File: src/core/dtr_pkg.sv
package dtr_pkg;

   // -------------------------------------------------------------
   // Timing
   // -------------------------------------------------------------
   localparam int unsigned CLK_PERIOD_NS = 8;
   localparam int unsigned TICK_TIME_MS  = 10;
   localparam int unsigned TICK_CYC      =
      TICK_TIME_MS * 1000000 / CLK_PERIOD_NS;
   localparam int unsigned TICK_CNT_W    = 21;
   localparam int unsigned PRESET_W      = 29;

   // -------------------------------------------------------------
   // Register map (byte addresses)
   // -------------------------------------------------------------
   localparam int unsigned ADDR_W       = 8;
   localparam logic [7:0]  OFS_CTRL     = 8'h00;
   localparam logic [7:0]  OFS_ON_TIME  = 8'h04;
   localparam logic [7:0]  OFS_OFF_TIME = 8'h08;
   localparam logic [7:0]  OFS_STATUS   = 8'h0C;
   localparam logic [7:0]  OFS_RUN_VAL  = 8'h10;

   // -------------------------------------------------------------
   // Field positions
   // -------------------------------------------------------------
   localparam int unsigned CTRL_MODE_LSB = 0;
   localparam int unsigned CTRL_EN_BIT   = 2;
   localparam int unsigned CS_LSB        = 0;
   localparam int unsigned SEC_LSB       = 8;
   localparam int unsigned MIN_LSB       = 16;
   localparam int unsigned HR_LSB        = 22;
   localparam int unsigned STAT_Q_BIT    = 0;
   localparam int unsigned STAT_RUN_BIT  = 1;
   localparam int unsigned STAT_TRG_BIT  = 2;
   localparam int unsigned STAT_ONW_BIT  = 3;

   // -------------------------------------------------------------
   // Reset values and field limits
   // -------------------------------------------------------------
   localparam logic [31:0] CTRL_RST     = 32'h0000_0000;
   localparam logic [31:0] TIME_RST     = 32'h0000_0001;
   localparam int unsigned MAX_CS       = 99;
   localparam int unsigned MAX_SEC      = 59;
   localparam int unsigned MAX_MIN      = 59;
   localparam int unsigned MAX_HR       = 999;
   localparam int unsigned TICKS_SEC    = 100;
   localparam int unsigned TICKS_MIN    = 6000;
   localparam int unsigned TICKS_HR     = 360000;

   typedef enum logic [1:0] {
      MODE_ON_DELAY     = 2'b00,
      MODE_OFF_DELAY    = 2'b01,
      MODE_ON_OFF_DELAY = 2'b10
   } dtr_mode_e;

   // Preset word to 10 ms ticks; fields saturate, zero reads as one
   function automatic logic [28:0] preset_ticks(input logic [31:0] w);
      logic [28:0] cs;
      logic [28:0] sec;
      logic [28:0] mn;
      logic [28:0] hr;
      logic [28:0] sum;
      cs  = 29'(w[CS_LSB +: 7]);
      sec = 29'(w[SEC_LSB +: 6]);
      mn  = 29'(w[MIN_LSB +: 6]);
      hr  = 29'(w[HR_LSB +: 10]);
      if (cs > 29'(MAX_CS)) cs = 29'(MAX_CS);
      if (sec > 29'(MAX_SEC)) sec = 29'(MAX_SEC);
      if (mn > 29'(MAX_MIN)) mn = 29'(MAX_MIN);
      if (hr > 29'(MAX_HR)) hr = 29'(MAX_HR);
      sum = hr * 29'(TICKS_HR) + mn * 29'(TICKS_MIN)
            + sec * 29'(TICKS_SEC) + cs;
      if (sum == 29'h0) sum = 29'h1;
      return sum;
   endfunction

endpackage

File: src/core/dtr_tmr_if.sv
`timescale 1ns/1ps
interface dtr_tmr_if;
   logic        tick;
   logic        start;
   logic        clear;
   logic [28:0] preset;
   logic [28:0] elapsed;
   logic        done;

   modport ctl
   (
      output tick,
      output start,
      output clear,
      output preset,
      input  elapsed,
      input  done
   );

   modport tmr
   (
      input  tick,
      input  start,
      input  clear,
      input  preset,
      output elapsed,
      output done
   );
endinterface

File: src/core/dtr_interval.sv
`timescale 1ns/1ps
module dtr_interval
(
   // Clock and reset
   input  wire logic sys_clk_in,
   input  wire logic rst_in,
   // Timer side of the carrier
   dtr_tmr_if.tmr    tmr
);
   typedef struct packed {
      logic [28:0] elapsed;
      logic        running;
      logic        done;
   } dtr_ivl_s;

   dtr_ivl_s r;
   dtr_ivl_s r_nxt;

   always_comb
   begin
      r_nxt      = r;
      r_nxt.done = 1'b0;
      if (tmr.clear)
      begin
         r_nxt.elapsed = 29'h0;
         r_nxt.running = 1'b0;
      end
      else if (tmr.start)
      begin
         r_nxt.elapsed = 29'h0;
         r_nxt.running = 1'b1;
      end
      else if (r.running && tmr.tick)
      begin
         // Advance once per time-base tick
         if (r.elapsed + 29'h1 >= tmr.preset)
         begin
            r_nxt.elapsed = 29'h0;
            r_nxt.running = 1'b0;
            r_nxt.done    = 1'b1;
         end
         else
            r_nxt.elapsed = r.elapsed + 29'h1;
      end
   end

   always_ff @(posedge sys_clk_in)
   begin
      if (rst_in)
         r <= '0;
      else
         r <= r_nxt;
   end

   assign tmr.elapsed = r.elapsed;
   assign tmr.done    = r.done;
endmodule

File: src/core/dtr_tick_gen.sv
`timescale 1ns/1ps
module dtr_tick_gen
#(
   parameter int unsigned TICK_CYCLES = dtr_pkg::TICK_CYC
)
(
   // Clock and reset
   input  wire logic sys_clk_in,
   input  wire logic rst_in,
   // Control and tick
   input  wire logic run_in,
   output logic      tick_out
);
   typedef struct packed {
      logic [20:0] cnt;
      logic        tick;
   } dtr_tick_s;

   dtr_tick_s r;
   dtr_tick_s r_nxt;

   always_comb
   begin
      r_nxt      = r;
      r_nxt.tick = 1'b0;
      if (!run_in)
         r_nxt.cnt = 21'h0;
      else if (r.cnt == 21'(TICK_CYCLES - 1))
      begin
         r_nxt.cnt  = 21'h0;
         r_nxt.tick = 1'b1;
      end
      else
         r_nxt.cnt = r.cnt + 21'h1;
   end

   always_ff @(posedge sys_clk_in)
   begin
      if (rst_in)
         r <= '0;
      else
         r <= r_nxt;
   end

   assign tick_out = r.tick;
endmodule

File: src/core/dtr_top.sv
`timescale 1ns/1ps
// ---------------------------------------------------------------------
// Overview of operation
// - On-delay: trigger rise starts interval counter
// - On-delay: output high after full interval
// - On-delay: early trigger drop clears counter
// - On-delay: output low while trigger low
// - On-delay: reset clears counter, output low
// - Elapsed value published to running value register
// - Preset held as h:m:s:hundredths, 10 ms steps
// - Off-delay: output high while trigger high
// - Off-delay: fall starts counter, expiry drops output
// - Off-delay: every further fall restarts counter
// - Off-delay: reset clears counter, output low
// - On/off: rise starts on time, expiry sets
// - On/off: early drop clears on time only
// - On/off: fall starts off time, expiry clears
// - On/off: early rise clears off time
// - On/off: reset clears both, output low
// ---------------------------------------------------------------------
module dtr_top
#(
   parameter int unsigned TICK_CYCLES = dtr_pkg::TICK_CYC
)
(
   // Clock and reset
   input  wire logic        sys_clk_in,
   input  wire logic        rst_in,
   // Register bus
   input  wire logic        psel_in,
   input  wire logic        penable_in,
   input  wire logic        pwrite_in,
   input  wire logic [7:0]  paddr_in,
   input  wire logic [31:0] pwdata_in,
   output logic [31:0]      prdata_out,
   output logic             pready_out,
   output logic             pslverr_out,
   // Function block inputs
   input  wire logic        trg_in,
   input  wire logic        blk_rst_in,
   // Function block outputs
   output logic             q_out,
   output logic [31:0]      running_value_out
);

   // ------------------------------------------------------------------
   // State
   // ------------------------------------------------------------------
   typedef enum logic [1:0] {
      ST_IDLE     = 2'b00,
      ST_ON_WAIT  = 2'b01,
      ST_OFF_WAIT = 2'b10
   } dtr_state_e;

   typedef struct packed {
      dtr_pkg::dtr_mode_e on_off_mode;
      logic               en;
      logic [31:0]        on_delay_time;
      logic [31:0]        off_delay_time;
      dtr_state_e         st;
      logic               q;
      logic               trg_prev;
      logic               start;
      logic               clear;
      logic [31:0]        running_value_register;
      logic [31:0]        prdata;
      logic               pready;
      logic               pslverr;
      logic               wr_ok;
   } dtr_top_s;

   dtr_top_s r;
   dtr_top_s r_nxt;

   dtr_tmr_if tif ();

   logic tick;

   // ------------------------------------------------------------------
   // Time base and interval counter
   // ------------------------------------------------------------------
   dtr_tick_gen #(
      .TICK_CYCLES (TICK_CYCLES)
   ) u_tick (
      .sys_clk_in (sys_clk_in),
      .rst_in     (rst_in),
      .run_in     (r.en),
      .tick_out   (tick)
   );

   dtr_interval u_ivl (
      .sys_clk_in (sys_clk_in),
      .rst_in     (rst_in),
      .tmr        (tif.tmr)
   );

   assign tif.tick  = tick;
   assign tif.start = r.start;
   assign tif.clear = r.clear;

   // The off time is used only while an off interval runs
   assign tif.preset = (r.st == ST_OFF_WAIT)
                     ? dtr_pkg::preset_ticks(r.off_delay_time)
                     : dtr_pkg::preset_ticks(r.on_delay_time);

   // ------------------------------------------------------------------
   // Bus helpers
   // ------------------------------------------------------------------
   function automatic logic addr_known(input logic [7:0] a);
      addr_known = (a == dtr_pkg::OFS_CTRL)     ||
                   (a == dtr_pkg::OFS_ON_TIME)  ||
                   (a == dtr_pkg::OFS_OFF_TIME) ||
                   (a == dtr_pkg::OFS_STATUS)   ||
                   (a == dtr_pkg::OFS_RUN_VAL);
   endfunction

   function automatic logic addr_is_cfg(input logic [7:0] a);
      addr_is_cfg = (a == dtr_pkg::OFS_CTRL)    ||
                    (a == dtr_pkg::OFS_ON_TIME) ||
                    (a == dtr_pkg::OFS_OFF_TIME);
   endfunction

   // ------------------------------------------------------------------
   // Next state
   // ------------------------------------------------------------------
   always_comb
   begin
      logic        rise;
      logic        fall;
      logic        busy;
      logic [31:0] rd;
      rise = 1'b0;
      fall = 1'b0;
      busy = 1'b0;
      rd   = 32'h0;

      r_nxt         = r;
      r_nxt.start   = 1'b0;
      r_nxt.clear   = 1'b0;
      r_nxt.pready  = 1'b0;
      r_nxt.pslverr = 1'b0;

      // ---------------------------------------------------------------
      // Timer behaviour
      // ---------------------------------------------------------------
      if (blk_rst_in || !r.en)
      begin
         // Reset input wins over any trigger activity
         r_nxt.st    = ST_IDLE;
         r_nxt.q     = 1'b0;
         r_nxt.clear = 1'b1;
         if (tick)
            r_nxt.trg_prev = trg_in;
      end
      else if (tick)
      begin
         rise           = trg_in && !r.trg_prev;
         fall           = !trg_in && r.trg_prev;
         r_nxt.trg_prev = trg_in;
         unique case (r.on_off_mode)
            dtr_pkg::MODE_OFF_DELAY:
            begin
               if (trg_in)
               begin
                  r_nxt.q = 1'b1;
                  if (r.st != ST_IDLE)
                  begin
                     r_nxt.clear = 1'b1;
                     r_nxt.st    = ST_IDLE;
                  end
               end
               else if (fall)
               begin
                  // Each fall restarts from zero, output stays high
                  r_nxt.start = 1'b1;
                  r_nxt.st    = ST_OFF_WAIT;
               end
            end
            dtr_pkg::MODE_ON_OFF_DELAY:
            begin
               if (rise)
               begin
                  // Drops any running off time, output unchanged
                  r_nxt.start = 1'b1;
                  r_nxt.st    = ST_ON_WAIT;
               end
               else if (fall)
               begin
                  // Drops any running on time, output unchanged
                  r_nxt.start = 1'b1;
                  r_nxt.st    = ST_OFF_WAIT;
               end
            end
            default:
            begin
               if (!trg_in)
                  r_nxt.q = 1'b0;
               if (rise)
               begin
                  r_nxt.start = 1'b1;
                  r_nxt.st    = ST_ON_WAIT;
               end
               else if (!trg_in && r.st == ST_ON_WAIT)
               begin
                  r_nxt.clear = 1'b1;
                  r_nxt.st    = ST_IDLE;
               end
            end
         endcase
      end
      // A done pulse seen with a fresh start is ignored, so it cannot end the new interval
      else if (tif.done && !r.start)
      begin
         unique case (r.st)
            ST_ON_WAIT:
            begin
               r_nxt.q  = 1'b1;
               r_nxt.st = ST_IDLE;
            end
            ST_OFF_WAIT:
            begin
               r_nxt.q  = 1'b0;
               r_nxt.st = ST_IDLE;
            end
            ST_IDLE:
            begin
               r_nxt.st = ST_IDLE;
            end
            default:
            begin
               r_nxt.st = ST_IDLE;
            end
         endcase
      end

      r_nxt.running_value_register = 32'(tif.elapsed);

      // ---------------------------------------------------------------
      // Register bus
      // ---------------------------------------------------------------
      busy = (r.st != ST_IDLE);
      unique case (paddr_in)
         dtr_pkg::OFS_CTRL:
         begin
            rd[dtr_pkg::CTRL_MODE_LSB +: 2] = r.on_off_mode;
            rd[dtr_pkg::CTRL_EN_BIT]        = r.en;
         end
         dtr_pkg::OFS_ON_TIME:
            rd = r.on_delay_time;
         dtr_pkg::OFS_OFF_TIME:
            rd = r.off_delay_time;
         dtr_pkg::OFS_STATUS:
         begin
            rd[dtr_pkg::STAT_Q_BIT]   = r.q;
            rd[dtr_pkg::STAT_RUN_BIT] = busy;
            rd[dtr_pkg::STAT_TRG_BIT] = r.trg_prev;
            rd[dtr_pkg::STAT_ONW_BIT] = (r.st == ST_ON_WAIT);
         end
         dtr_pkg::OFS_RUN_VAL:
            rd = r.running_value_register;
         default:
            rd = 32'h0;
      endcase

      // Access phase: answer one cycle after penable rises
      if (psel_in && penable_in && !r.pready)
      begin
         r_nxt.pready = 1'b1;
         r_nxt.prdata = pwrite_in ? 32'h0 : rd;
         r_nxt.wr_ok  = pwrite_in && addr_is_cfg(paddr_in) && !busy;
         // Unmapped address, or config write while timing
         r_nxt.pslverr = !addr_known(paddr_in) ||
                         (pwrite_in && addr_is_cfg(paddr_in) && busy);
      end

      // Write commits on the edge that completes the transfer
      if (psel_in && penable_in && r.pready && pwrite_in)
      begin
         if (paddr_in == dtr_pkg::OFS_CTRL)
            r_nxt.en = pwdata_in[dtr_pkg::CTRL_EN_BIT];
         if (r.wr_ok)
         begin
            unique case (paddr_in)
               dtr_pkg::OFS_CTRL:
               begin
                  if (pwdata_in[dtr_pkg::CTRL_MODE_LSB +: 2] == 2'b11)
                     r_nxt.on_off_mode = dtr_pkg::MODE_ON_DELAY;
                  else
                     r_nxt.on_off_mode = dtr_pkg::dtr_mode_e'(
                        pwdata_in[dtr_pkg::CTRL_MODE_LSB +: 2]);
               end
               dtr_pkg::OFS_ON_TIME:
                  r_nxt.on_delay_time = pwdata_in;
               dtr_pkg::OFS_OFF_TIME:
                  r_nxt.off_delay_time = pwdata_in;
               default:
                  r_nxt.wr_ok = 1'b0;
            endcase
         end
         r_nxt.wr_ok = 1'b0;
      end
   end

   // ------------------------------------------------------------------
   // Registers
   // ------------------------------------------------------------------
   always_ff @(posedge sys_clk_in)
   begin
      if (rst_in)
      begin
         r                        <= '0;
         r.on_off_mode            <= dtr_pkg::MODE_ON_DELAY;
         r.en                     <= dtr_pkg::CTRL_RST[dtr_pkg::CTRL_EN_BIT];
         r.on_delay_time          <= dtr_pkg::TIME_RST;
         r.off_delay_time         <= dtr_pkg::TIME_RST;
         r.st                     <= ST_IDLE;
      end
      else
         r <= r_nxt;
   end

   // ------------------------------------------------------------------
   // Outputs
   // ------------------------------------------------------------------
   assign prdata_out        = r.prdata;
   assign pready_out        = r.pready;
   assign pslverr_out       = r.pslverr;
   assign q_out             = r.q;
   assign running_value_out = r.running_value_register;

endmodule

File: config.mk
export PLATFORM = sky130hd
export DESIGN_NAME = dtr_top
export DESIGN_NICKNAME = d
export VERILOG_FILES = /design/src/core/dtr_pkg.sv /design/src/core/dtr_tmr_if.sv /design/src/core/dtr_interval.sv /design/src/core/dtr_tick_gen.sv /design/src/core/dtr_top.sv
export SDC_FILE = /design/constraint.sdc
export NUM_CORES = 1
export LEC_CHECK = 0
export ABC_AREA = 1
export BUFFER_PORTS_ARGS = -buffer_cell sky130_fd_sc_hd__buf_2
export CAP_MARGIN = 10
export CORE_UTILIZATION = 64
export DETAILED_ROUTE_END_ITERATION = 8
export PLACE_DENSITY = 0.83
export SYNTH_ARGS = -nofsm -noshare
export SYNTH_HDL_FRONTEND = slang
export SYNTH_SLANG_ARGS = --single-unit
File: constraint.sdc
create_clock -name sys_clk_in -period 9 [get_ports sys_clk_in]
set_clock_uncertainty 0.1 [all_clocks]
set_input_delay 1.35 -clock sys_clk_in [delete_from_list [all_inputs] [get_ports sys_clk_in]]
set_output_delay 1.35 -clock sys_clk_in [all_outputs]
set_load 0.03 [all_outputs]
==> results by stage <==
Timing:
- The max-slew violation total from the final report is 0.
- The actual transition at the worst max-transition pin is 1040 ps.
- The minimum period implied by the final worst setup slack is 8750 ps.
- In this run the tightest slew margin relative to its limit is 30.4%.
- The total of endpoints with negative setup slack in the final report is 0.
- The final critical path takes up 97.2% of the cycle.
- The smallest hold slack is 362 ps.
- In the final timing run, aggregate negative setup slack is 0 ps.
- The number of hold violations in the final report is 0.
- For this run, the top clock speed supported by timing is 114 MHz.

Clock network:
- Counting along the longest clock path gives a buffer depth of 2.
- For this design, the sink count on the clock tree is 190.
- At the later pin of the worst-skew pair, clock insertion delay measures 470 ps.
- Buffers inserted to repair hold after CTS numbered 0.
- The CTS clock-pin slew for the worst setup and hold paths is 80 ps.
- The tree is rooted in a sky130_fd_sc_hd__clkbuf_16.
- The deepest level of the CTS H-tree is 4.
- Clock tree synthesis inserted a total of 17 buffers.
- TritonCTS built the clock tree.

Logic synthesis:
- The total standard cell area after synthesis is 0.0222 sq mm.
- The register area share after synthesis is 17.2%.
- Of the total synthesized cell area, the portion taken by AND, OR, NAND and NOR gates is 22.3%.
- The most used flip-flop cell after synthesis is sky130_fd_sc_hd__dfxtp_1.
- The synthesized netlist devotes 32.0% of its cell area to adder and majority cells.
- The async set-or-reset flop fraction in the synthesized netlist is 0%.
- The average instance area after synthesis is 7.23 sq um.
- After technology mapping, the gate count stands at 3068.
- Of the total synthesized cell area, the portion taken by XOR and XNOR cells is 3.91%.
- Synthesis inferred 190 register bits.
- The number of warnings printed during yosys synthesis is 0.
- The compound-cell area share of the yosys netlist is 11.8%.
- The share of cell area taken by muxes after synthesis is 0.271%.
- Synthesis instantiated 58 different standard cells from the library.
- The dominant combinational cell family by area after synthesis is adder cells.
- The number of flops mapped to enable cells by yosys is 0.

Detailed routing:
- Once detail routing completed, the nets flagged for antenna violations numbered 0.
- The total detailed-routing wirelength is 65900 um.
- The vias per cell is 5.77.
- In the final routed layout, each cell accounts on average for 18.5 um.
- In the routed design, unresolved DRC markers number 0.
- The DRC violation total after the first TritonRoute iteration is 2031.
- The number of iterations in the first detailed-routing pass is 5.
- The total via count in the routed design is 20603.

Worst hold path:
- The class of the tightest hold or removal check is reg -> reg.
- The hold path depth is 2.

Setup path:
- Counting cells, the worst reg-to-reg path comes to 49.
- The worst register-to-register path has a setup slack of 250 ps.
- At the worst endpoint, the arrival time is 9010 ps.
- In this design, the stage delay of the slowest critical-path cell is 560 ps.
- The class of the most critical setup path is reg -> reg.
- The sort of element at the end of the critical path is a flip-flop.
- STA classifies the critical path startpoint as a flip-flop.
- The required time of the critical path is 9270 ps.
- The maximum fanout count along the critical path is 7.
- Among all stages on the critical path, the largest delay is contributed by sky130_fd_sc_hd__fa_1.
- The cell that appears most often on the critical path is sky130_fd_sc_hd__nand2_1.

Finish:
- The net count reported at finish is 3640.
- The share of layout cells above drive strength 1 is 11.3%.
- The most common cell after layout, fill and taps aside is sky130_fd_sc_hd__nand2_1.
- The fill cell instance count of the final layout is 2839.
- The synthesis-to-finish area growth is 8.48%.
- The count of non-filler cells in the finished layout is 3569.
- In the layout the commonest cells are sky130_fd_sc_hd__nand2_1, sky130_fd_sc_hd__inv_1, sky130_fd_sc_hd__ha_1.

Run:
- The max-cap check violation count is 0.

Die:
- 114 I/O pins were placed.
- The floorplan die height is 188 um.
- The die covers 0.0354 sq mm.
- The total area inside the core boundary comes to 0.0338 sq mm.
- After floorplanning, the core was divided into 67 placement rows.
- Once the floorplan was initialized, standard cells occupied 65.6% of the core.
- From left edge to right edge, the die measures 188 um.

Placed design:
- The number of input and output port buffers inserted is 110.
- At the end of routability-driven placement, the weighted congestion stood at 1.02.
- Detailed placement ended at an HPWL of 54200 um.
- The number of cells in the design after placement is 3519.

Power:
- The leakage power summed over all cells is 13.2 nW.
- In this run the power density over the cells is 70.0 mW/mm^2.
- The worst-case IR drop observed on VDD is 0.122 mV.

GRT:
- Entering global routing, the biggest net connects 71 pins.
- The initial antenna violation count is 2.
- The via count of the first global-routing pass is 20047.
- The first global-routing pass estimated 103000 um of wire.
- Global routing finished with a remaining overflow of 0.
- The total global routing track utilization is 37.1%.

Outcome:
- The run finished with clean final reports.
-- final timing paths --
check / startpoint / end
setup / recovery: r[136] / u_ivl.tmr.elapsed[6]
setup reg to reg: r[136] / u_ivl.tmr.elapsed[6]
hold reg to reg: u_ivl.r[1] / u_ivl.r[1]
hold / removal: u_ivl.r[1] / u_ivl.r[1]
-- per-layer routing --
metal	track usage [%]	up-vias	part of all wire, %
li1	-	9895	-
met1	47.8	9565	41
met2	61.2	954	46
met3	5.88	189	7.8
met4	16.3	0	4.6
met5	0	-	0
-- area by class of cell --
type	instances	area (sq um)	share of cell area [%]
antenna	2	5.00	0.0208
clock buffer	17	425	1.77
clock inverter	15	180	0.749
inverter	534	2000	8.34
multi-input combinational	2205	16100	67.0
sequential	190	3810	15.8
tap	448	561	2.33
timing repair buffer	158	962	4.00
-- worst max-delay path: cells and delay by family, from the launching register on --
kind	cells	cell delay, ps
AOI/OAI and AO/OA	6	840
xor gates and xnor gates	2	330
and+or+nand+nor	19	2110
buffers and inverters	12	1160
DFF	1	360
adders and majority gates	10	3700
-- registers in the layout, indices dropped and copies added (netlist names) --
register,cells
running_value_out,29
q_out,1
u_ivl.tmr.elapsed,29
u_tick.tick_out,1
pready_out,1
u_ivl.r,1
tif.start,1
r,71
u_tick.r,21
prdata_out,32
tif.clear,1
pslverr_out,1
u_ivl.tmr.done,1
-- through the flow --
stage	setup WS (ps)	instance area, sq um	total power [mW]	util (%)
2_1_floorplan	929	22200	0.888	-
3_3_place_gp	193	22800	0.908	67.4
3_5_place_dp	-68.5	22800	0.909	67.4
4_1_cts	26.2	23400	1.68	69.2
5_1_grt	-168	24000	1.72	71.2
6_report	255	24000	1.68	71.2
-- synth_stat cells (4+ instances only) --
master,n,area [sq um]
sky130_fd_sc_hd__nand4_1,31,194
sky130_fd_sc_hd__nor3_1,32,160
sky130_fd_sc_hd__ha_1,353,4420
sky130_fd_sc_hd__dfxtp_1,190,3800
sky130_fd_sc_hd__nor2_2,15,93.8
sky130_fd_sc_hd__nor2_1,214,803
sky130_fd_sc_hd__a21oi_1,257,1290
sky130_fd_sc_hd__nand3_1,137,686
sky130_fd_sc_hd__o221ai_1,17,149
sky130_fd_sc_hd__o211ai_1,19,143
sky130_fd_sc_hd__o21ai_0,142,711
sky130_fd_sc_hd__nand4_2,4,50.1
sky130_fd_sc_hd__inv_2,4,15.0
sky130_fd_sc_hd__a211oi_1,4,30.0
sky130_fd_sc_hd__nand2_2,25,156
sky130_fd_sc_hd__buf_4,65,488
sky130_fd_sc_hd__clkbuf_1,65,244
sky130_fd_sc_hd__a21boi_0,5,37.5
sky130_fd_sc_hd__o31ai_1,4,30.0
sky130_fd_sc_hd__xnor2_1,29,254
sky130_fd_sc_hd__nand3b_1,9,67.6
sky130_fd_sc_hd__buf_2,6,30.0
sky130_fd_sc_hd__fa_1,134,2680
sky130_fd_sc_hd__inv_1,528,1980
sky130_fd_sc_hd__a31oi_1,4,25.0
sky130_fd_sc_hd__mux2i_1,6,60.1
sky130_fd_sc_hd__o21a_1,4,30.0
sky130_fd_sc_hd__nor4_1,12,75.1
sky130_fd_sc_hd__buf_1,5,18.8
sky130_fd_sc_hd__nor3_2,4,40.0
sky130_fd_sc_hd__nand2_1,627,2350
sky130_fd_sc_hd__o21bai_1,5,37.5
sky130_fd_sc_hd__xor2_1,70,613
-- cells by family (layout without fill, tap and decap cells) --
kind of cell,Yosys count,after routing
adders and majority gates,487,487
buffers and inverters,675,724
and+or+nand+nor,1133,1133
xor gates and xnor gates,99,99
muxes,6,6
DFF,190,190
AOI/OAI and AO/OA,477,477
other,1,5
-- timing repair --
item                       in CTS  in global routing
setup endpoints to repair      30                 31
gates cloned                    0                  3
resized for setup               2                108
pin swaps                       0                 28
buffers inserted                0                 13
-- power breakdown --
group | switching (mW) | leakage [nW] | internal, mW | total (mW)
registers | 0.000311 | 1.53 | 0.840 | 0.841
clock network | 0.395 | 0.297 | 0.397 | 0.792
logic | 0.0368 | 11.4 | 0.0132 | 0.0501
Power figures use the tool's default switching activity.
